[src/inc/ctmc_pkg.sv]
// Package with constants and types for the CAN transceiver mode control block.
// Summary of operation
// - The transmit data input bit stream is turned into the matching differential bus state.
// - In Normal-operating mode the bus state is sensed and forwarded to the controller on the receive data output.
// - Four modes exist, power-on reset included, chosen from the reference supply, mode select and undervoltage.
// - Normal-operating mode both transmits onto and receives from the bus.
// - Forced-power-save behaves like Power-save and is entered on transmitter undervoltage.
// - With the reference supply good the mode state machine runs and accepts mode changes.
// - With the reference supply low the device is held in a power-on-reset state.
// - Normal-operating mode may be entered only while the reference supply is good.
// - A time-out detects a transmit data input held dominant for too long.
// - The data paths serve bit rates up to 2 Mbit/s including the fast data phase.
// - When unpowered the bus pins stay passive so other traffic is not disturbed.
// - Mode select high gives Power-save; low gives Normal without undervoltage, else Forced.
// - A low transmit input gives a dominant bus, a high one a recessive bus.
// - The transmit input reaches the bus only in Normal-operating mode.
// - A floating mode select is pulled up so the device defaults to Power-save.
package ctmc_pkg;

  // ****************************************
  // Modes and bus levels
  // ****************************************
  typedef enum logic [1:0] {
    CTMC_POR = 2'h0,
    CTMC_PSAVE = 2'h1,
    CTMC_FPSAVE = 2'h2,
    CTMC_NORMAL = 2'h3
  } ctmc_mode_t;

  localparam logic LVL_DOMINANT = 1'h0;
  localparam logic LVL_RECESSIVE = 1'h1;

  // ****************************************
  // Timing
  // ****************************************
  localparam int CLK_HZ = 20000000;
  localparam int MAX_BIT_RATE = 2000000;
  // Dominant time-out in microseconds; no figure is given, so a plain default is used.
  localparam int TXD_TIMEOUT_US = 1000;
  localparam int TXD_TIMEOUT_CYC = (TXD_TIMEOUT_US * (CLK_HZ / 1000000) > 0) ?
                                   TXD_TIMEOUT_US * (CLK_HZ / 1000000) : 1;
  localparam int CYC_PER_BIT = CLK_HZ / MAX_BIT_RATE;

  // ****************************************
  // Carriers
  // ****************************************
  typedef struct packed {
    logic io_ok;
    logic tx_uv;
    logic sel_n;
  } ctmc_ctl_t;

  typedef struct packed {
    logic drive_dom;
    logic rx_data;
  } ctmc_path_t;

endpackage : ctmc_pkg

[src/hdl/ctmc_mode_fsm.sv]
// Operating mode state machine of the CAN transceiver.
`timescale 1ns/1ns
`default_nettype none
module ctmc_mode_fsm (
  // Clock and reset
  input wire logic clk,
  input wire logic rst_b,
  // Control inputs
  input wire ctmc_pkg::ctmc_ctl_t ctl,
  // Mode
  output var ctmc_pkg::ctmc_mode_t mode_q
);

  ctmc_pkg::ctmc_mode_t mode_d;

  // The mode follows the inputs every cycle, so any change is seen at the next edge.
  always_comb begin
    mode_d = mode_q;
    case (mode_q)
      ctmc_pkg::CTMC_POR,
      ctmc_pkg::CTMC_PSAVE,
      ctmc_pkg::CTMC_FPSAVE,
      ctmc_pkg::CTMC_NORMAL: begin
        if (!ctl.io_ok) begin
          mode_d = ctmc_pkg::CTMC_POR;
        end else if (ctl.sel_n) begin
          mode_d = ctmc_pkg::CTMC_PSAVE;
        end else if (ctl.tx_uv) begin
          mode_d = ctmc_pkg::CTMC_FPSAVE;
        end else begin
          mode_d = ctmc_pkg::CTMC_NORMAL;
        end
      end
      default: begin
        mode_d = ctmc_pkg::CTMC_POR;
      end
    endcase
  end

  always_ff @(posedge clk) begin
    if (!rst_b) begin
      mode_q <= ctmc_pkg::CTMC_POR;
    end else begin
      mode_q <= mode_d;
    end
  end

  property p_por_hold;
    @(posedge clk) disable iff (!rst_b)
      !ctl.io_ok |=> mode_q == ctmc_pkg::CTMC_POR;
  endproperty
  a_por_hold: assert property (p_por_hold) else $error("not in reset with low supply");

  property p_normal_ok;
    @(posedge clk) disable iff (!rst_b)
      mode_q == ctmc_pkg::CTMC_NORMAL |-> $past(ctl.io_ok) && !$past(ctl.tx_uv);
  endproperty
  a_normal_ok: assert property (p_normal_ok) else $error("normal entered without supply");

  property p_psave;
    @(posedge clk) disable iff (!rst_b)
      ctl.io_ok && ctl.sel_n |=> mode_q == ctmc_pkg::CTMC_PSAVE;
  endproperty
  a_psave: assert property (p_psave) else $error("select high did not give power save");

  property p_fpsave;
    @(posedge clk) disable iff (!rst_b)
      ctl.io_ok && !ctl.sel_n && ctl.tx_uv |=> mode_q == ctmc_pkg::CTMC_FPSAVE;
  endproperty
  a_fpsave: assert property (p_fpsave) else $error("undervoltage did not force power save");

endmodule : ctmc_mode_fsm
`default_nettype wire

[src/hdl/ctmc_dom_timer.sv]
// Dominant time-out timer on the transmit data input.
`timescale 1ns/1ns
`default_nettype none
module ctmc_dom_timer #(
  parameter int TIMEOUT_CYC = ctmc_pkg::TXD_TIMEOUT_CYC
) (
  // Clock and reset
  input wire logic clk,
  input wire logic rst_b,
  // Transmit input and enable
  input wire logic txd,
  input wire logic enable,
  // Time-out flag
  output var logic timeout_q
);

  localparam int CW = $clog2(TIMEOUT_CYC + 1);

  // A zero count would leave the counter without a terminal value.
  if (TIMEOUT_CYC < 1) begin : g_cyc_chk
    $error("TIMEOUT_CYC must be at least 1");
  end

  logic [CW-1:0] cnt_q;
  logic [CW-1:0] cnt_d;
  logic timeout_d;

  // The block is released by a recessive level or by leaving Normal mode, so a shorted input stays blocked in Normal.
  always_comb begin
    cnt_d = cnt_q;
    timeout_d = timeout_q;
    if (!enable || txd == ctmc_pkg::LVL_RECESSIVE) begin
      cnt_d = '0;
      timeout_d = 1'b0;
    end else if (cnt_q == CW'(TIMEOUT_CYC - 1)) begin
      timeout_d = 1'b1;
    end else begin
      cnt_d = cnt_q + CW'(1);
    end
  end

  always_ff @(posedge clk) begin
    if (!rst_b) begin
      cnt_q <= '0;
      timeout_q <= 1'b0;
    end else begin
      cnt_q <= cnt_d;
      timeout_q <= timeout_d;
    end
  end

  property p_timeout_clear;
    @(posedge clk) disable iff (!rst_b)
      txd == ctmc_pkg::LVL_RECESSIVE |=> !timeout_q;
  endproperty
  a_timeout_clear: assert property (p_timeout_clear) else $error("time-out kept on recessive");

  property p_timeout_cause;
    @(posedge clk) disable iff (!rst_b)
      $rose(timeout_q) |-> $past(cnt_q) == CW'(TIMEOUT_CYC - 1);
  endproperty
  a_timeout_cause: assert property (p_timeout_cause) else $error("time-out at wrong count");

endmodule : ctmc_dom_timer
`default_nettype wire

[src/hdl/ctmc_top.sv]
// Top of the CAN transceiver mode control and data path.
`timescale 1ns/1ns
`default_nettype none
module ctmc_top #(
  parameter int TXD_TIMEOUT_CYC = ctmc_pkg::TXD_TIMEOUT_CYC
) (
  // Clock and reset
  input wire logic CLK_SYS,
  input wire logic RST_B,
  // Supply status
  input wire logic IO_REFERENCE_SUPPLY_OK,
  input wire logic TRANSMITTER_SUPPLY_UNDERVOLTAGE,
  // Controller side
  input wire logic MODE_SELECT_N,
  input wire logic MODE_SELECT_N_OE,
  input wire logic TXD,
  output var logic RXD,
  // Bus side
  input wire logic BUS_DOMINANT,
  output var logic BUS_DRIVE_DOM,
  output var logic BUS_OE,
  // Status
  output var logic [1:0] MODE,
  output var logic TXD_TIMEOUT
);

  // The registered data path needs a few clocks per bit at the top rate.
  if (ctmc_pkg::CYC_PER_BIT < 4) begin : g_rate_chk
    $error("clock too slow for the highest bit rate");
  end

  // ****************************************
  // Mode selection
  // ****************************************
  ctmc_pkg::ctmc_ctl_t ctl;
  ctmc_pkg::ctmc_mode_t mode;
  logic timeout;

  always_comb begin
    ctl.io_ok = IO_REFERENCE_SUPPLY_OK;
    ctl.tx_uv = TRANSMITTER_SUPPLY_UNDERVOLTAGE;
    // An undriven select reads high through the pull-up.
    ctl.sel_n = MODE_SELECT_N_OE ? MODE_SELECT_N : 1'b1;
  end

  ctmc_mode_fsm u_fsm (
    .clk(CLK_SYS),
    .rst_b(RST_B),
    .ctl(ctl),
    .mode_q(mode)
  );

  ctmc_dom_timer #(
    .TIMEOUT_CYC(TXD_TIMEOUT_CYC)
  ) u_tmr (
    .clk(CLK_SYS),
    .rst_b(RST_B),
    .txd(TXD),
    .enable(mode == ctmc_pkg::CTMC_NORMAL),
    .timeout_q(timeout)
  );

  // ****************************************
  // Data path
  // ****************************************
  // One register stage keeps latency at one 50 ns cycle, well inside a 500 ns bit.
  ctmc_pkg::ctmc_path_t path_q;
  ctmc_pkg::ctmc_path_t path_d;
  logic oe_q;
  logic oe_d;

  always_comb begin
    path_d.drive_dom = 1'b0;
    path_d.rx_data = ctmc_pkg::LVL_RECESSIVE;
    oe_d = 1'b0;
    if (mode == ctmc_pkg::CTMC_NORMAL) begin
      // Blocked input still leaves the receiver running.
      path_d.drive_dom = (TXD == ctmc_pkg::LVL_DOMINANT) && !timeout;
      oe_d = path_d.drive_dom;
      path_d.rx_data = BUS_DOMINANT ? ctmc_pkg::LVL_DOMINANT : ctmc_pkg::LVL_RECESSIVE;
    end
  end

  always_ff @(posedge CLK_SYS) begin
    if (!RST_B) begin
      path_q <= '{drive_dom: 1'b0, rx_data: ctmc_pkg::LVL_RECESSIVE};
      oe_q <= 1'b0;
    end else begin
      path_q <= path_d;
      oe_q <= oe_d;
    end
  end

  always_comb begin
    RXD = path_q.rx_data;
    BUS_DRIVE_DOM = path_q.drive_dom;
    BUS_OE = oe_q;
  end

  // Status outputs come from flops; MODE is the FSM register itself.
  always_comb begin
    MODE = mode;
    TXD_TIMEOUT = timeout;
  end

  property p_blocked;
    @(posedge CLK_SYS) disable iff (!RST_B)
      mode != ctmc_pkg::CTMC_NORMAL |=> !BUS_DRIVE_DOM && !BUS_OE;
  endproperty
  a_blocked: assert property (p_blocked) else $error("bus driven outside normal mode");

  property p_rx_rec;
    @(posedge CLK_SYS) disable iff (!RST_B)
      mode != ctmc_pkg::CTMC_NORMAL |=> RXD == ctmc_pkg::LVL_RECESSIVE;
  endproperty
  a_rx_rec: assert property (p_rx_rec) else $error("receive active in power save");

  property p_tx_dom;
    @(posedge CLK_SYS) disable iff (!RST_B)
      mode == ctmc_pkg::CTMC_NORMAL && !TXD && !timeout |=> BUS_DRIVE_DOM && BUS_OE;
  endproperty
  a_tx_dom: assert property (p_tx_dom) else $error("dominant not sent");

  property p_tx_rec;
    @(posedge CLK_SYS) disable iff (!RST_B)
      TXD |=> !BUS_DRIVE_DOM;
  endproperty
  a_tx_rec: assert property (p_tx_rec) else $error("recessive input drove bus");

  property p_rx_fwd;
    @(posedge CLK_SYS) disable iff (!RST_B)
      mode == ctmc_pkg::CTMC_NORMAL |=> RXD == !$past(BUS_DOMINANT);
  endproperty
  a_rx_fwd: assert property (p_rx_fwd) else $error("bus state not forwarded");

  property p_float;
    @(posedge CLK_SYS) disable iff (!RST_B)
      IO_REFERENCE_SUPPLY_OK && !MODE_SELECT_N_OE ##1 1'b1 |-> MODE == ctmc_pkg::CTMC_PSAVE;
  endproperty
  a_float: assert property (p_float) else $error("floating select not power save");

endmodule : ctmc_top
`default_nettype wire

[config.mk]
export PLATFORM = sky130hd
export DESIGN_NAME = ctmc_top
export DESIGN_NICKNAME = d
export VERILOG_FILES = /design/src/inc/ctmc_pkg.sv /design/src/hdl/ctmc_mode_fsm.sv /design/src/hdl/ctmc_dom_timer.sv /design/src/hdl/ctmc_top.sv
export SDC_FILE = /design/constraint.sdc
export NUM_CORES = 1
export LEC_CHECK = 0
export BUFFER_PORTS_ARGS = -buffer_cell sky130_fd_sc_hd__clkbuf_2
export CORE_ASPECT_RATIO = 1.1
export CORE_MARGIN = 2
export CORE_UTILIZATION = 50
export DETAILED_ROUTE_END_ITERATION = 16
export GPL_ROUTABILITY_DRIVEN = 0
export PLACE_DENSITY = 0.72
export SLEW_MARGIN = 0
export SYNTH_ARGS = -nofsm -noshare
export SYNTH_HDL_FRONTEND = slang
export SYNTH_SLANG_ARGS = --single-unit
[constraint.sdc]
create_clock -name CLK_SYS -period 2.1 [get_ports CLK_SYS]
set_input_delay 0.315 -clock CLK_SYS [delete_from_list [all_inputs] [get_ports CLK_SYS]]
set_output_delay 0.315 -clock CLK_SYS [all_outputs]
set_load 0.05 [all_outputs]
# Word-level counts from Yosys, hierarchy flattened
# Cells that the tools add are included.
dict set report totals {
  ff_bits 20
  out_inout_bits 6
  elab_cells 26
}
dict set report op_classes {
  n_addsub 1
  eq_ne 4
  muxes 6
  n_bitwise 2
  reduce_logical 8
}
# cell count
set op_table {}
lappend op_table {{15-bit by 1-bit adder with 15-bit output, second input constant} 1}
lappend op_table {{15-bit equality test, second input constant} 1}
lappend op_table {{2-bit 2-to-1 mux} 3}
lappend op_table {{2-bit equality test, second input constant} 2}
lappend op_table {{4-bit OR reduction} 1}
lappend op_table {{1-bit 2-to-1 mux} 3}
lappend op_table {{2-bit by 1-bit equality test with 1-bit output, second input constant} 1}
lappend op_table {{1-bit logical NOT} 2}
lappend op_table {{2-bit logical NOT} 1}
lappend op_table {{1-bit NOT} 2}
lappend op_table {{2-bit AND reduction} 1}
lappend op_table {{2-bit OR reduction} 1}
lappend op_table {{1-bit logical AND} 1}
lappend op_table {{1-bit logical OR} 1}

# Longest topological paths before layout
dict set report logic_depth {
  word_depth 4
  mapped_depth 5
  depth_no_buf 5
}

# By module
# From an unflattened synthesis, not the netlist that was laid out.
dict set report unflattened {
  cells_unflattened 96
  hier_area_um2 880.8
}
# module n_inst cells_each area_each_um2 seq_area_each_um2
set modules_own_cells {}
lappend modules_own_cells {ctmc_dom_timer 1 82 733.2 320.3}
lappend modules_own_cells {ctmc_top 1 8 87.6 40.0}
lappend modules_own_cells {ctmc_mode_fsm 1 6 60.1 40.0}

# Least setup slack after synthesis
# OpenSTA, ideal clock, no wires.
dict set report synth_timing {
  kind {reg-to-reg}
  from {register u_tmr.cnt_q[7]}
  to {register u_tmr.cnt_q[1]}
  setup_time_ps 128
  arrival_time_ps 1504
  setup_slack_ps 469
  stages_incl_launch_ff 5
  n_path_buf 0
  path_cell_list {dfxtp_1 or4b_4 nor4_4 mux2i_1 nor2_1}
}
dict set report synth_via {
  elab_chain_cells 1
}
# item line_no
set synth_lines {}
lappend synth_lines {{from (decl)} ctmc_dom_timer.sv:24} ;# logic [CW-1:0] cnt_q;
lappend synth_lines {{from (signal assigned)} ctmc_dom_timer.sv:47} ;# cnt_q <= cnt_d;
lappend synth_lines {{15-bit equality test} ctmc_dom_timer.sv:35} ;# end else if (cnt_q == CW'(TIMEOUT_CYC - 1)) begin
# No other way between the ends.
# A chain may end at the register's enable or synchronous reset.

# Worst setup path in the final report
dict set report layout_timing {
  from {register u_tmr.cnt_q[0]}
  to {register u_tmr.cnt_q[14]}
}
dict set report layout_via {
  elab_chain_cells 1
  word_cells_on_any_way 2
  classes_between {add/sub: 1; eq/ne: 1}
}
# item line_no
set layout_lines {}
lappend layout_lines {{15-bit by 1-bit adder with 15-bit output / 15-bit equality test (equally long branches)} {ctmc_dom_timer.sv:38, ctmc_dom_timer.sv:35}}
# Parallel ways exist; a longest one is shown, timed or not.

==> metrics.yaml <==
tritoncts: "done"
critPathArrivalTime_ps: 2000
synth_area_um2: 857
synth_edf_count: 0
ioPinCount: 14
rows: 15
fill_cells: 147
yosysWarnings: 0
fin_setup_tns_ps: 0
synthCells: 94
grt_antenna_before_repair: 0
grt_pass1_wl_um: 2780
worstPathCellList: "ha_1 > nand3_1 > nor4_1 > a31oi_1 > a41o_1"
yosysSeqAreaShare_pct: 46.7
worstHoldPathType: "in2reg"
cts_buffers: 3
drcViolationCount: 0
syn_nets: 103
ir_worst_vdd_v: 0.000389
clk_latency_ps: 290
slew_headroom_pct: 56.4
wl_per_cell_um: 12.6
worstSetupPathType: "reg2reg"
numClockSinks: 20
syn_avg_cell_area_um2: 9.12
nNetsFinal: 120
slew_violations: 0
required_ps: 2300
port_buffers: 13
layout_commonest_cell: "dfxtp_1"
cts_buffer_depth: 2
skew_ps: 3.81
grt_pass1_vias: 657
period_share_pct: 86.0
antenna_cells: 0
worst-path-buf-inv: 0
ys_ff_latch: 20
ctsHtreeMaxLevel: 1
drive_above_1_share_pct: 20.2
rsz0062_at_grt: "no"
synth_ff_type: "dfxtp_1"
detail-route-antenna-nets: 0
hold_viol_final: 0
dpl.hpwl_um: 1240
die_width_um: 43.5
grt_overflow_total: 0
rrSetupSlack_ps: 290
wl_um: 1590
syn2layout_area_growth_pct: 12.3
async_flop_share_pct: 0
cp-end-kind: "register"
path_delay_family: "simple AND/OR/NAND/NOR gates"
max_stage_delay_ps: 530
die_h_um: 47.4
start_util_pct: 53.7
via_per_inst: 5.75
crit_fanout: 4
final_cell_mix: "dfxtp_1, nor2_1, clkbuf_2"
synth.distinct_cells: 30
power_density_mw_per_mm2: 596
min_period_ps: 1810
clk_pin_slew_ps: 100
first_pass_iters: 4
critPathLaunchType: "register"
num_vias: 724
setup_violations: 0
grt_max_degree: 14
coreArea_mm2: 0.00160
p_leak_nw: 0.345
drv_cap: 0
track_usage_pct: 18.7
dieArea_mm2: 0.00206
root_buffer: "clkbuf_4"
place_ws_ps: 326
status: "finished clean"
tightestPinTransition_ps: 648
cts_setup_buffers: 0
post_cts_resized: 0
max_freq_mhz: 554
cp_slowest_cell: "nor4_1"
drt_iter0_drc: 27
layout_setup_ws_ps: 295
cts_hold_buf: 0
## flip-flops by register name (all words and copies together) (netlist names)
register and cells:
u_tmr.timeout_q 1, u_tmr.cnt_q 15, BUS_OE 1, RXD 1, u_fsm.mode_q 2
## per-layer routing
| metal | global-route usage [%] | wire length [µm] |
|---|---|---|
| met5 | 0 | 0 |
| met4 | 7.27 | 8 |
| met3 | 4.53 | 57 |
| met2 | 34.3 | 827 |
| met1 | 21.4 | 698 |
## where the power goes
part / switching [mW] / total (mW) / internal (mW) / leakage, nW
sequential: 0.00181 / 0.383 / 0.381 / 0.161
combinational: 0.0115 / 0.0191 / 0.00755 / 0.170
clock: 0.105 / 0.171 / 0.0668 / 0.0138
total: 0.118 / 0.573 / 0.455 / 0.345
## cell families (layout without fill, tap and decap cells)
logic type                 after synthesis  count (layout)  share of synthesized area [%]
adders and majority gates                1               1                           1.46
DFF                                     20              20                           46.7
xor gates and xnor gates                 8               8                           8.18
AOI/OAI and AO/OA                       12              12                           10.1
buffers and inverters                    6              21                           3.07
and+or+nand+nor                         46              46                           29.3
muxes                                    1               1                           1.17
## Yosys cell counts, types with 2 or more instances
cell type / count / area (µm²)
nor4_1: 2 / 12.5
xnor2_1: 7 / 61.3
a21oi_1: 2 / 10.0
nand4_1: 4 / 25.0
nand3_1: 3 / 15.0
a31oi_1: 3 / 18.8
nand2_1: 9 / 33.8
or3_2: 2 / 15.0
inv_1: 4 / 15.0
nor3_1: 4 / 20.0
nor2_1: 15 / 56.3
a41o_1: 2 / 20.0
dfxtp_1: 20 / 400
## through the flow
stage | hold WS [ps] | utilization (%) | power, mW | cells | instance area (µm²)
finish | 184 | 60.3 | 0.573 | 126 | 962
global route | 175 | 60.3 | 0.604 | 126 | 962
CTS | 181 | 60.3 | 0.580 | 126 | 962
detailed placement | 430 | 58.9 | 0.410 | 123 | 940
global placement | 409 | 58.9 | 0.409 | 123 | 940
floorplan | 391 | - | 0.400 | 94 | 857
## worst paths after layout
path / endpoint / depth (start not counted) / start
worst max-delay path: u_tmr.cnt_q[14] / 5 / u_tmr.cnt_q[0]
worst max register to register: u_tmr.cnt_q[14] / 5 / u_tmr.cnt_q[0]
worst min-delay path: u_fsm.mode_q[1] / 2 / MODE_SELECT_N
worst min register to register: BUS_OE / 1 / u_tmr.timeout_q
## cell type report
class | instances | area (µm²) | share of cell area, %
inverter | 4 | 15.0 | 1.56
timing repair buffer | 14 | 72.6 | 7.54
clock buffer | 3 | 22.5 | 2.34
sequential | 20 | 400 | 41.6
multi-input combinational | 68 | 430 | 44.7
tap | 17 | 21.3 | 2.21
(Power assumes the default switching activity.)
